$ cat src/gpioc_pkg.sv
// constants shared by the eight-bit port and its pin cell
`default_nettype none

package gpioc_pkg;

    // ****************************************
    // register map (byte addresses)
    // ****************************************
    localparam int ADDR_W = 4;
    localparam logic [ADDR_W-1:0] OFS_PIN_LEVELS = 4'h0;
    localparam logic [ADDR_W-1:0] OFS_OUT_LATCH = 4'h4;
    localparam logic [ADDR_W-1:0] OFS_DIRECTION = 4'h8;
    localparam logic [ADDR_W-1:0] OFS_PERIPH_CTL = 4'hc;

    // ****************************************
    // widths and reset values
    // ****************************************
    localparam int PORT_W = 8;
    localparam logic [PORT_W-1:0] DIR_RST = 8'hff;
    localparam logic [PORT_W-1:0] LAT_RST = 8'h00;
    localparam logic [PORT_W-1:0] CTL_RST = 8'h00;
    localparam logic DIR_INPUT = 1'h1;

    // ****************************************
    // peripheral control register fields
    // ****************************************
    localparam int CTL_OSC_EN = 0;
    localparam int CTL_CCP_EN = 1;
    localparam int CTL_CCP_DRIVE = 2;
    localparam int CTL_SPI_EN = 3;
    localparam int CTL_SPI_MASTER = 4;
    localparam int CTL_I2C_EN = 5;
    localparam int CTL_SER_EN = 6;
    localparam int CTL_SER_SYNC = 7;

    // ****************************************
    // bus responses
    // ****************************************
    localparam logic [1:0] RESP_OKAY = 2'h0;
    localparam logic [1:0] RESP_SLVERR = 2'h2;

endpackage

`default_nettype wire

$ cat src/gpioc_pin_cell.sv
// one pin: direction, latch and peripheral override select the driver
`default_nettype none

module gpioc_pin_cell
(
    // register bits
    input wire logic dirBit,
    input wire logic latBit,
    // peripheral override
    input wire logic ovrEn,
    input wire logic ovrOe,
    input wire logic ovrVal,
    // resulting driver
    output logic drvOe,
    output logic drvVal
);

    // ****************************************
    // driver select
    // ****************************************
    always_comb
    begin
        if (ovrEn)
        begin
            drvOe = ovrOe;
            drvVal = ovrVal;
        end
        else
        begin
            drvOe = (dirBit != gpioc_pkg::DIR_INPUT);
            drvVal = latBit;
        end
    end

endmodule

`default_nettype wire

$ cat src/gpioc_port.sv
// eight-bit general purpose port with peripheral overrides, AXI4-Lite registers
// Functional notes
// - eight pins, each with direction, latch, level
// - direction one makes pin input, undriven
// - direction zero drives latch bit onto pin
// - latch register readable; reads return latch
// - reset leaves all pins as inputs
// - oscillator and async transmit force pin direction; other peripherals need it set first
// - direction reads return stored bits always
// - oscillator enable owns pins zero and one
// - pin zero feeds timer clock when input
// - pin three carries serial module clock
// - pin four gives serial data input
// - pin five drives serial data output
// - pin six transmit or synchronous clock
// - pin seven receive or synchronous data
// - pin seven input feeds asynchronous receive
// - pin three input feeds slave clock
//
// Design decisions made here: the AXI4-Lite interface to the registers and the register addresses.
`default_nettype none

module gpioc_port
#(
    parameter int PortW = gpioc_pkg::PORT_W
)
(
    // clock and reset
    input wire logic clk,
    input wire logic rst,
    // write address channel
    input wire logic [gpioc_pkg::ADDR_W-1:0] awaddr,
    input wire logic awvalid,
    output logic awready,
    // write data channel
    input wire logic [31:0] wdata,
    input wire logic [3:0] wstrb,
    input wire logic wvalid,
    output logic wready,
    // write response channel
    output logic [1:0] bresp,
    output logic bvalid,
    input wire logic bready,
    // read address channel
    input wire logic [gpioc_pkg::ADDR_W-1:0] araddr,
    input wire logic arvalid,
    output logic arready,
    // read data channel
    output logic [31:0] rdata,
    output logic [1:0] rresp,
    output logic rvalid,
    input wire logic rready,
    // pins
    input wire logic [PortW-1:0] pinIn,
    output logic [PortW-1:0] pinOut,
    output logic [PortW-1:0] pinOe,
    // from peripherals
    input wire logic lowSpeedOscOut,
    input wire logic capturePinOut,
    input wire logic syncSerialClkOut,
    input wire logic syncSerialDataOut,
    input wire logic i2cClkDriveLow,
    input wire logic i2cDataDriveLow,
    input wire logic serialTxOut,
    input wire logic serialSyncClockOut,
    input wire logic serialSyncClockOe,
    input wire logic serialSyncDataOut,
    input wire logic serialSyncDataOe,
    // to peripherals
    output logic timerExtClockIn,
    output logic lowSpeedOscIn,
    output logic capturePinIn,
    output logic syncSerialClkIn,
    output logic syncSerialDataIn,
    output logic serialSyncClockIn,
    output logic serialRxIn
);

    // ****************************************
    // state
    // ****************************************
    logic [PortW-1:0] dir_q;
    logic [PortW-1:0] lat_q;
    logic [PortW-1:0] ctl_q;
    logic [PortW-1:0] level_q;
    logic [gpioc_pkg::ADDR_W-1:0] wAddr_q;
    logic [31:0] wData_q;
    logic wStrb_q;
    logic awHave_q;
    logic wHave_q;
    logic awHave_d;
    logic wHave_d;
    logic rvalid_d;
    logic awHs;
    logic wHs;
    logic arHs;
    logic commit;
    logic [PortW-1:0] ovrEn;
    logic [PortW-1:0] ovrOe;
    logic [PortW-1:0] ovrVal;
    logic [PortW-1:0] drvOe;
    logic [PortW-1:0] drvVal;
    logic oscEn;
    logic ccpDrive;
    logic spiEn;
    logic i2cEn;
    logic serAsync;
    logic serSync;

    // ****************************************
    // bus handshakes
    // ****************************************
    assign awHs = awvalid && awready;
    assign wHs = wvalid && wready;
    assign arHs = arvalid && arready;
    assign commit = awHave_q && wHave_q && !bvalid;

    always_comb
    begin
        awHave_d = commit ? 1'b0 : (awHave_q || awHs);
        wHave_d = commit ? 1'b0 : (wHave_q || wHs);
        rvalid_d = arHs || (rvalid && !rready);
    end

    // address and data are taken in either order
    always_ff @(posedge clk or posedge rst)
    begin
        if (rst)
        begin
            awHave_q <= 1'b0;
            wHave_q <= 1'b0;
            awready <= 1'b0;
            wready <= 1'b0;
            wAddr_q <= '0;
            wData_q <= '0;
            wStrb_q <= 1'b0;
        end
        else
        begin
            awHave_q <= awHave_d;
            wHave_q <= wHave_d;
            awready <= !awHave_d;
            wready <= !wHave_d;
            if (awHs)
            begin
                wAddr_q <= awaddr;
            end
            if (wHs)
            begin
                wData_q <= wdata;
                wStrb_q <= wstrb[0];
            end
        end
    end

    // write response
    always_ff @(posedge clk or posedge rst)
    begin
        if (rst)
        begin
            bvalid <= 1'b0;
            bresp <= gpioc_pkg::RESP_OKAY;
        end
        else if (commit)
        begin
            bvalid <= 1'b1;
            unique case (wAddr_q)
                gpioc_pkg::OFS_PIN_LEVELS,
                gpioc_pkg::OFS_OUT_LATCH,
                gpioc_pkg::OFS_DIRECTION,
                gpioc_pkg::OFS_PERIPH_CTL: bresp <= gpioc_pkg::RESP_OKAY;
                default: bresp <= gpioc_pkg::RESP_SLVERR;
            endcase
        end
        else if (bready)
        begin
            bvalid <= 1'b0;
        end
    end

    // ****************************************
    // registers
    // ****************************************
    always_ff @(posedge clk or posedge rst)
    begin
        if (rst)
        begin
            dir_q <= gpioc_pkg::DIR_RST;
            lat_q <= gpioc_pkg::LAT_RST;
            ctl_q <= gpioc_pkg::CTL_RST;
        end
        else if (commit && wStrb_q)
        begin
            unique case (wAddr_q)
                // a level write lands in the latch
                gpioc_pkg::OFS_PIN_LEVELS: lat_q <= wData_q[PortW-1:0];
                gpioc_pkg::OFS_OUT_LATCH: lat_q <= wData_q[PortW-1:0];
                gpioc_pkg::OFS_DIRECTION: dir_q <= wData_q[PortW-1:0];
                gpioc_pkg::OFS_PERIPH_CTL: ctl_q <= wData_q[PortW-1:0];
                default: ;
            endcase
        end
    end

    // pin sampling
    always_ff @(posedge clk or posedge rst)
    begin
        if (rst)
        begin
            level_q <= '0;
        end
        else
        begin
            level_q <= pinIn;
        end
    end

    // ****************************************
    // read channel
    // ****************************************
    always_ff @(posedge clk or posedge rst)
    begin
        if (rst)
        begin
            rvalid <= 1'b0;
            arready <= 1'b0;
            rdata <= '0;
            rresp <= gpioc_pkg::RESP_OKAY;
        end
        else
        begin
            rvalid <= rvalid_d;
            arready <= !rvalid_d;
            if (arHs)
            begin
                rresp <= gpioc_pkg::RESP_OKAY;
                rdata <= '0;
                unique case (araddr)
                    gpioc_pkg::OFS_PIN_LEVELS: rdata[PortW-1:0] <= level_q;
                    gpioc_pkg::OFS_OUT_LATCH: rdata[PortW-1:0] <= lat_q;
                    // stored bits, whatever overrides are active
                    gpioc_pkg::OFS_DIRECTION: rdata[PortW-1:0] <= dir_q;
                    gpioc_pkg::OFS_PERIPH_CTL: rdata[PortW-1:0] <= ctl_q;
                    default: rresp <= gpioc_pkg::RESP_SLVERR;
                endcase
            end
        end
    end

    // ****************************************
    // peripheral overrides
    // ****************************************
    assign oscEn = ctl_q[gpioc_pkg::CTL_OSC_EN];
    assign ccpDrive = ctl_q[gpioc_pkg::CTL_CCP_EN] && ctl_q[gpioc_pkg::CTL_CCP_DRIVE];
    assign spiEn = ctl_q[gpioc_pkg::CTL_SPI_EN];
    assign i2cEn = ctl_q[gpioc_pkg::CTL_I2C_EN] && !spiEn;
    assign serAsync = ctl_q[gpioc_pkg::CTL_SER_EN] && !ctl_q[gpioc_pkg::CTL_SER_SYNC];
    assign serSync = ctl_q[gpioc_pkg::CTL_SER_EN] && ctl_q[gpioc_pkg::CTL_SER_SYNC];

    always_comb
    begin
        ovrEn = '0;
        ovrOe = '0;
        ovrVal = '0;
        // oscillator takes both pins
        ovrEn[0] = oscEn;
        ovrOe[0] = 1'b1;
        ovrVal[0] = lowSpeedOscOut;
        ovrEn[1] = oscEn;
        // compare output needs the pin set as output
        ovrEn[2] = ccpDrive && !dir_q[2];
        ovrOe[2] = 1'b1;
        ovrVal[2] = capturePinOut;
        // module clock only once direction is input
        if (spiEn && dir_q[3])
        begin
            ovrEn[3] = 1'b1;
            ovrOe[3] = ctl_q[gpioc_pkg::CTL_SPI_MASTER];
            ovrVal[3] = syncSerialClkOut;
        end
        else if (i2cEn && dir_q[3])
        begin
            ovrEn[3] = 1'b1;
            ovrOe[3] = i2cClkDriveLow;
        end
        // open-drain data in two-wire mode
        ovrEn[4] = i2cEn && dir_q[4];
        ovrOe[4] = i2cDataDriveLow;
        ovrEn[5] = spiEn && !dir_q[5];
        ovrOe[5] = 1'b1;
        ovrVal[5] = syncSerialDataOut;
        // transmit, or bidirectional clock
        if (serAsync)
        begin
            ovrEn[6] = 1'b1;
            ovrOe[6] = 1'b1;
            ovrVal[6] = serialTxOut;
        end
        else if (serSync && dir_q[6])
        begin
            ovrEn[6] = 1'b1;
            ovrOe[6] = serialSyncClockOe;
            ovrVal[6] = serialSyncClockOut;
        end
        // bidirectional data
        ovrEn[7] = serSync && dir_q[7];
        ovrOe[7] = serialSyncDataOe;
        ovrVal[7] = serialSyncDataOut;
    end

    // ****************************************
    // pin cells
    // ****************************************
    for (genvar i = 0; i < PortW; i++)
    begin : g_pin
        gpioc_pin_cell u_cell
        (
            .dirBit(dir_q[i]),
            .latBit(lat_q[i]),
            .ovrEn(ovrEn[i]),
            .ovrOe(ovrOe[i]),
            .ovrVal(ovrVal[i]),
            .drvOe(drvOe[i]),
            .drvVal(drvVal[i])
        );
    end

    // registered pin drivers
    always_ff @(posedge clk or posedge rst)
    begin
        if (rst)
        begin
            pinOe <= '0;
            pinOut <= '0;
        end
        else
        begin
            pinOe <= drvOe;
            pinOut <= drvVal;
        end
    end

    // ****************************************
    // inputs to peripherals
    // ****************************************
    always_ff @(posedge clk or posedge rst)
    begin
        if (rst)
        begin
            timerExtClockIn <= 1'b0;
            lowSpeedOscIn <= 1'b0;
            capturePinIn <= 1'b0;
            syncSerialClkIn <= 1'b0;
            syncSerialDataIn <= 1'b0;
            serialSyncClockIn <= 1'b0;
            serialRxIn <= 1'b0;
        end
        else
        begin
            timerExtClockIn <= dir_q[0] && pinIn[0];
            lowSpeedOscIn <= oscEn && pinIn[1];
            capturePinIn <= dir_q[2] && pinIn[2];
            syncSerialClkIn <= dir_q[3] && pinIn[3];
            syncSerialDataIn <= dir_q[4] && pinIn[4];
            serialSyncClockIn <= dir_q[6] && pinIn[6];
            serialRxIn <= dir_q[7] && pinIn[7];
        end
    end
endmodule

`default_nettype wire

$ cat config.mk
export PLATFORM = sky130hd
export DESIGN_NAME = gpioc_port
export DESIGN_NICKNAME = d
export VERILOG_FILES = /design/src/gpioc_pkg.sv /design/src/gpioc_pin_cell.sv /design/src/gpioc_port.sv
export SDC_FILE = /design/constraint.sdc
export NUM_CORES = 1
export LEC_CHECK = 0
export BUFFER_PORTS_ARGS = -buffer_cell sky130_fd_sc_hd__buf_2
export CAP_MARGIN = 20
export CELL_PAD_IN_SITES_DETAIL_PLACEMENT = 2
export CELL_PAD_IN_SITES_GLOBAL_PLACEMENT = 2
export CORE_MARGIN = 2
export CORE_UTILIZATION = 34
export DETAILED_ROUTE_END_ITERATION = 6
export PLACE_DENSITY_LB_ADDON = 0.1
export RECOVER_POWER = 100
export SYNTH_ARGS = -nofsm -noshare
export SYNTH_HDL_FRONTEND = slang
export SYNTH_SLANG_ARGS = --single-unit
$ cat constraint.sdc
create_clock -name clk -period 6.17 [get_ports clk]
set_input_delay 1.234 -clock clk [delete_from_list [all_inputs] [get_ports clk]]
set_output_delay 1.234 -clock clk [all_outputs]
set_load 0.05 [all_outputs]
After elaboration in Yosys (flattened, before gate mapping)
Cells that the tools add are included.
{ "word_totals": {"reg_bits": 87, "inputBits": 70, "out_inout_bits": 64, "wordCells": 120} }
{ "classes": {"n_eq_ne": 6, "muxes": 34, "bitwise": 8, "n_reduce_logical": 46} }
{ "op_table": {"columns": ["cell", "count"], "rows": [
  ["$pmux W8 S4", 1],
  ["$mux W1", 31],
  ["$logic_and A1 B1 Y1", 25],
  ["$eq A4 B4 Y1 const B", 4],
  ["$logic_not A1 Y1", 9],
  ["$eq A4 B3 Y1 const B", 2],
  ["$logic_not A4 Y1", 2],
  ["$not A1 Y1", 8],
  ["$reduce_or A4 Y1", 2],
  ["$reduce_and A2 Y1", 3],
  ["$mux W2", 2],
  ["$logic_or A1 B1 Y1", 3],
  ["$reduce_bool A2 Y1", 1],
  ["$reduce_or A2 Y1", 1]
]} }

Depth between registers and ports, before layout
{ "depth": {"ltp_word": 6, "mapped_depth": 4, "ltp_nobuf": 3} }

Cells and area by module
Synthesis repeated with hierarchy kept, for this count alone.
{ "hier_totals": {"hier_cells": 246, "hier_area_um2": 3592.2} }
{ "modules_own_cells": {"columns": ["module", "instances", "cells_per_inst", "area_each_um2", "seq_area_each_um2"], "rows": [
  ["gpioc_port", 1, 222, 3362.0, 2137.0],
  ["gpioc_pin_cell", 8, 3, 28.8, 0.0]
]} }

Least setup slack after synthesis
Ideal clock, no wire load.
{ "synth_path": {"path_type": "input to register", "startpoint": "input port araddr[2] in the netlist's numbering", "endpoint": "register rdata[0]", "setup_time_ns": 0.121, "arrival_time_ns": 2.306, "required_time_ns": 6.049, "slack_ns": 3.743, "path_stages": 3, "path_buffers": 1, "path_cell_list": "clkbuf_1 -> mux4_2 -> a22o_1"} }
{ "synth_via": {"elab_chain_len": 2, "elab_cells_between_ends": 5, "cone_classes": "3 x eq/ne; 1 x mux; 1 x reduce/logical"} }
{ "synth_lines": {"columns": ["element", "line_no", "text"], "rows": [
  ["from (decl)", "gpioc_port.sv:45", "input wire logic [gpioc_pkg::ADDR_W-1:0] araddr,"],
  ["$eq A4 B4 Y1 (tied with other cells)", "gpioc_port.sv:238", "unique case (araddr)"],
  ["$pmux W8 S4 *", "gpioc_port.sv:238", null],
  ["to (signal, indexed assignment)", "gpioc_port.sv:239", "gpioc_pkg::OFS_PIN_LEVELS: rdata[PortW-1:0] <= level_q;"],
  ["to (signal, indexed assignment)", "gpioc_port.sv:240", "gpioc_pkg::OFS_OUT_LATCH: rdata[PortW-1:0] <= lat_q;"],
  ["to (signal, indexed assignment)", "gpioc_port.sv:242", "gpioc_pkg::OFS_DIRECTION: rdata[PortW-1:0] <= dir_q;"],
  ["to (decl)", "gpioc_port.sv:49", "output logic [31:0] rdata,"]
]} }
Every way passes the cells marked *; elsewhere a longest branch is shown, timed or not.
A chain may end at the register's enable or synchronous reset.

Worst setup path after layout
{ "layout_path": {"startpoint": "register bvalid", "endpoint": "register dir_q[0]"} }
{ "layout_via": {"elab_chain_len": 4} }
{ "layout_lines": {"columns": ["element", "line_no", "text"], "rows": [
  ["from (decl)", "gpioc_port.sv:42", "output logic bvalid,"],
  ["from (signal assigned)", "gpioc_port.sv:161", "bvalid <= 1'b0;"],
  ["from (signal assigned)", "gpioc_port.sv:166", "bvalid <= 1'b1;"],
  ["from (signal assigned)", "gpioc_port.sv:177", "bvalid <= 1'b0;"],
  ["$logic_not A1 Y1", "gpioc_port.sv:116", "assign commit = awHave_q && wHave_q && !bvalid;"],
  ["$logic_and A1 B1 Y1", "gpioc_port.sv:116", null],
  ["$logic_and A1 B1 Y1", "gpioc_port.sv:192", "else if (commit && wStrb_q)"],
  ["$reduce_and A2 Y1 (no source line)", null, null],
  ["to (signal assigned)", "gpioc_port.sv:188", "dir_q <= gpioc_pkg::DIR_RST;"],
  ["to (signal assigned)", "gpioc_port.sv:198", "gpioc_pkg::OFS_DIRECTION: dir_q <= wData_q[PortW-1:0];"],
  ["to (decl)", "gpioc_port.sv:82", "logic [PortW-1:0] dir_q;"]
]} }
Every way passes these cells.

==> results.md <==
* Hold Fails Final Rpt at 0
* Synth warn at 0
* Min Tclk post-route at between 2 and 3 ns
* Launch point of the worst path: bvalid$_DFFE_PP0P_
* Run status: finished, violations left
* WL/cell at approximately 17 um
* Fin. max-slew vios at 9
* Final GP Congestion at just over 0.7
* Final ANT Viol Nets at 0
* Initial DRC Count at 38
* VDD IR-drop max at about 0.00018 V
* Final instance area at 3980 um2
* Sw Ratio at 39.6%
* # DRC at 0
* Critical path buffers and inverters at 0
* Main synth FF type: dfrtp_1
* CTS resizes at 0
* Final setup violating endpoints at 0
* Distinct cells, synth at 31
* Cell Chain, Critical Path: nand3b_1, nor4_1, mux2_2
* Fin crit share at 48.0%
* Reg2reg end: dir_q[0]$_DFFE_PP1P_
* Pwr per Cell Area at 444 nW/um2
* Final Util at 39.2%
* Highest Clock Rate at 337 MHz
* Hold wc startpoint: dir_q[7]$_DFFE_PP1P_
* CTS H-Tree Depth at 3
* CTS Buf Count at 9
* RR Startpoint: bvalid$_DFFE_PP0P_
* Setup TNS at 0 ns
* Global-route wire length before repair at around 13000 um
* Synthesized area at ~3500 um2
* FILL cells at 1081
* Largest net degree at the start of global routing at 56
* Die Wd at between 100 and 150 um
* Slew HR at -42.0%
* GRT Total Usage at 15.1%
* Slowest cell delay on critical path at around 1.7 ns
* Worst Tran Pin Value at 2.11 ns
* Max stage delay cell, worst path: nor4_1
* Startpoint types: flip-flop
* Synthesis-to-layout area growth at 13.6%
* Die area at 11100 um2
* Int Power at ~1.1 mW
* Grt total ovfl at 0
* Top cell type's share of synthesized area at 55.0%
* Critical path type: flip-flop to flip-flop
* Hpwl dp at ~5500 um
* Area leader, netlist: dfrtp_1
* RSZ-0062 raised after global routing: no
* Post-synth EDFFs at 0
* DR pass1 iterations at 3
* Post-CTS Setup Inserts at 0
* Sink Count at between 80 and 90
* Worst Hold Path Cells at 1
* Clk Latency, worst-skew pair at 0.35 ns
* I/O Buffers at 80
* Cell family with most CP delay: simple AND/OR/NAND/NOR gates
* Leak Pwr at 1.82 nW
* Hold_buf cts at 0
* Clock Path Buffers at 2
* Post-synth ARST share at 100%
* Clock Pin Slew Worst Setup and Hold Paths at 0.09 ns
* Worst hold path type: flip-flop to flip-flop
* Placed instance count at 448
* Initial cell density of the core at 34.5%
* Post-synthesis sequential area ratio at between 60% and 70%
* Violated checks: capacitance limit, slew limit
* Initial antenna violation count at 1
* Avg Inst Size Synth at 14.8 um2
* Die Span Y at ~110 um
* Synth Instances at 237
* Placed Area at 3950 um2
* Reg power frac at 47.6%
* Area contributors post-synth: dfrtp_1 (55%), mux2_2 (7.4%), mux2_4 (6.9%)
* Worst Path Required at 6.44 ns
* Max-Cap Viols at 1
* Vias at 2069
* R2R Setup Slk at 3.21 ns
* Combinational power share at 31.8%
* Row cnt at 37
* Worst R2R Path Depth at 3
* Min-Delay Endpoint: pinOe[7]$_DFF_PP0_
* Net switching power at 698 uW
* Share of layout cells above drive strength 1 at 27.7%
* Worst setup EP type: flip-flop
* Vias in the first global route at 2314
* Skew final at approximately 0.014 ns
* Seq cells post-synth at 85
* Layout Nets at 393
* CTS root buf: clkbuf_8
* Vias per cell at 4.46
* Diode count at 0
* Worst Path Max Fanout at 8
* Core footprint at 10100 um2
* Final wirelength at 7770 um
* Clock Power Share at a little over 20%
* Top-count cell post-synth: dfrtp_1
* Crit path DAT at 3.24 ns
* I/O pin count at 134
* Commonest cells post-synth: dfrtp_1 (77), buf_4 (26), mux2_2 (23), mux2_4 (16)
* Final Non-Filler Cells at about 460
* CTS tree: done
==> per-layer routing <==
metal / part of all wire, % / track usage, % / vias up
met3: 6.2 / 5.01 / 6
li1: - / - / 937
met2: 52 / 25.3 / 57
met1: 41 / 18.3 / 1069
met4: 1.3 / 5.14 / 0
met5: 0 / 0 / -
==> worst register-to-register path: stages (launching register included) <==
cell	delay, ns
dfrtp_1	0.41
nand3b_1	0.29
nor4_1	1.72
mux2_2	0.46
==> cell type report <==
cell class	instances	area, um2	area share (%)
Timing Repair Buffer	82	354	8.90
Multi-Input combinational cell	134	1100	27.6
Tap cell	136	170	4.28
Clock inverter	4	22.5	0.566
Sequential cell	85	2140	53.7
Clock buffer	12	155	3.90
Inverter	11	42.5	1.07
==> stage by stage <==
step | total power [mW] | hold slack [ns] | setup slack (ns)
6_report | 1.77 | 0.472 | 3.21
5_1_grt | 1.87 | 0.494 | 2.99
4_1_cts | 1.87 | 0.479 | 3.89
3_5_place_dp | 1.49 | 0.459 | 3.68
3_3_place_gp | 1.47 | 0.460 | 3.69
2_1_floorplan | 1.34 | 0.435 | 2.76
==> placed cells by master, fill, tap and decap left out, types with 6 or more instances in the layout <==
master    instances
a22o_1            9
and2_0            6
buf_2            34
clkbuf_1         48
clkbuf_8         11
conb_1           26
dfrtp_1          77
dfstp_2           6
inv_1            10
mux2_1           15
mux2_2           22
mux4_2            8
nand2_1          10
o21ai_0          11
==> how the worst max path moves through the flow <==
stage | slack [ns] | endpoint | depth (start not counted)
floorplan | 2.76 | arready$_DFF_PP0_ | 1
global placement | 3.69 | syncSerialDataIn$_DFF_PP0_ | 3
detailed placement | 3.68 | syncSerialDataIn$_DFF_PP0_ | 3
CTS | 3.89 | bvalid | 1
global route | 2.99 | dir_q[0]$_DFFE_PP1P_ | 3
finish | 3.21 | dir_q[0]$_DFFE_PP1P_ | 3
==> sequential cells by signal, indices dropped and copies added, names as in the netlist, 4 cells and up <==
| name | count |
|---|---|
| wAddr_q | 4 |
| pinOut | 8 |
| level_q | 8 |
| dir_q | 8 |
| lat_q | 8 |
| rdata | 8 |
| wData_q | 8 |
| ctl_q | 8 |
| pinOe | 8 |
==> power by group through the flow <==
stage	Combinational, mW	Sequential (mW)	Clock (mW)
floorplan	0.298	1.04	0
global placement	0.613	0.856	0
detailed placement	0.629	0.865	0
CTS	0.630	0.856	0.381
global route	0.604	0.869	0.400
finish	0.562	0.841	0.363
==> cell families after synthesis <==
group	Yosys count	synth area share [%]
flops	85	61.0
simple gates	34	6.25
compound gates	27	5.36
mux	47	19.4
other cells	1	0.107
buf+inv	43	7.83
Note: power is estimated with default switching activity, not from simulation.
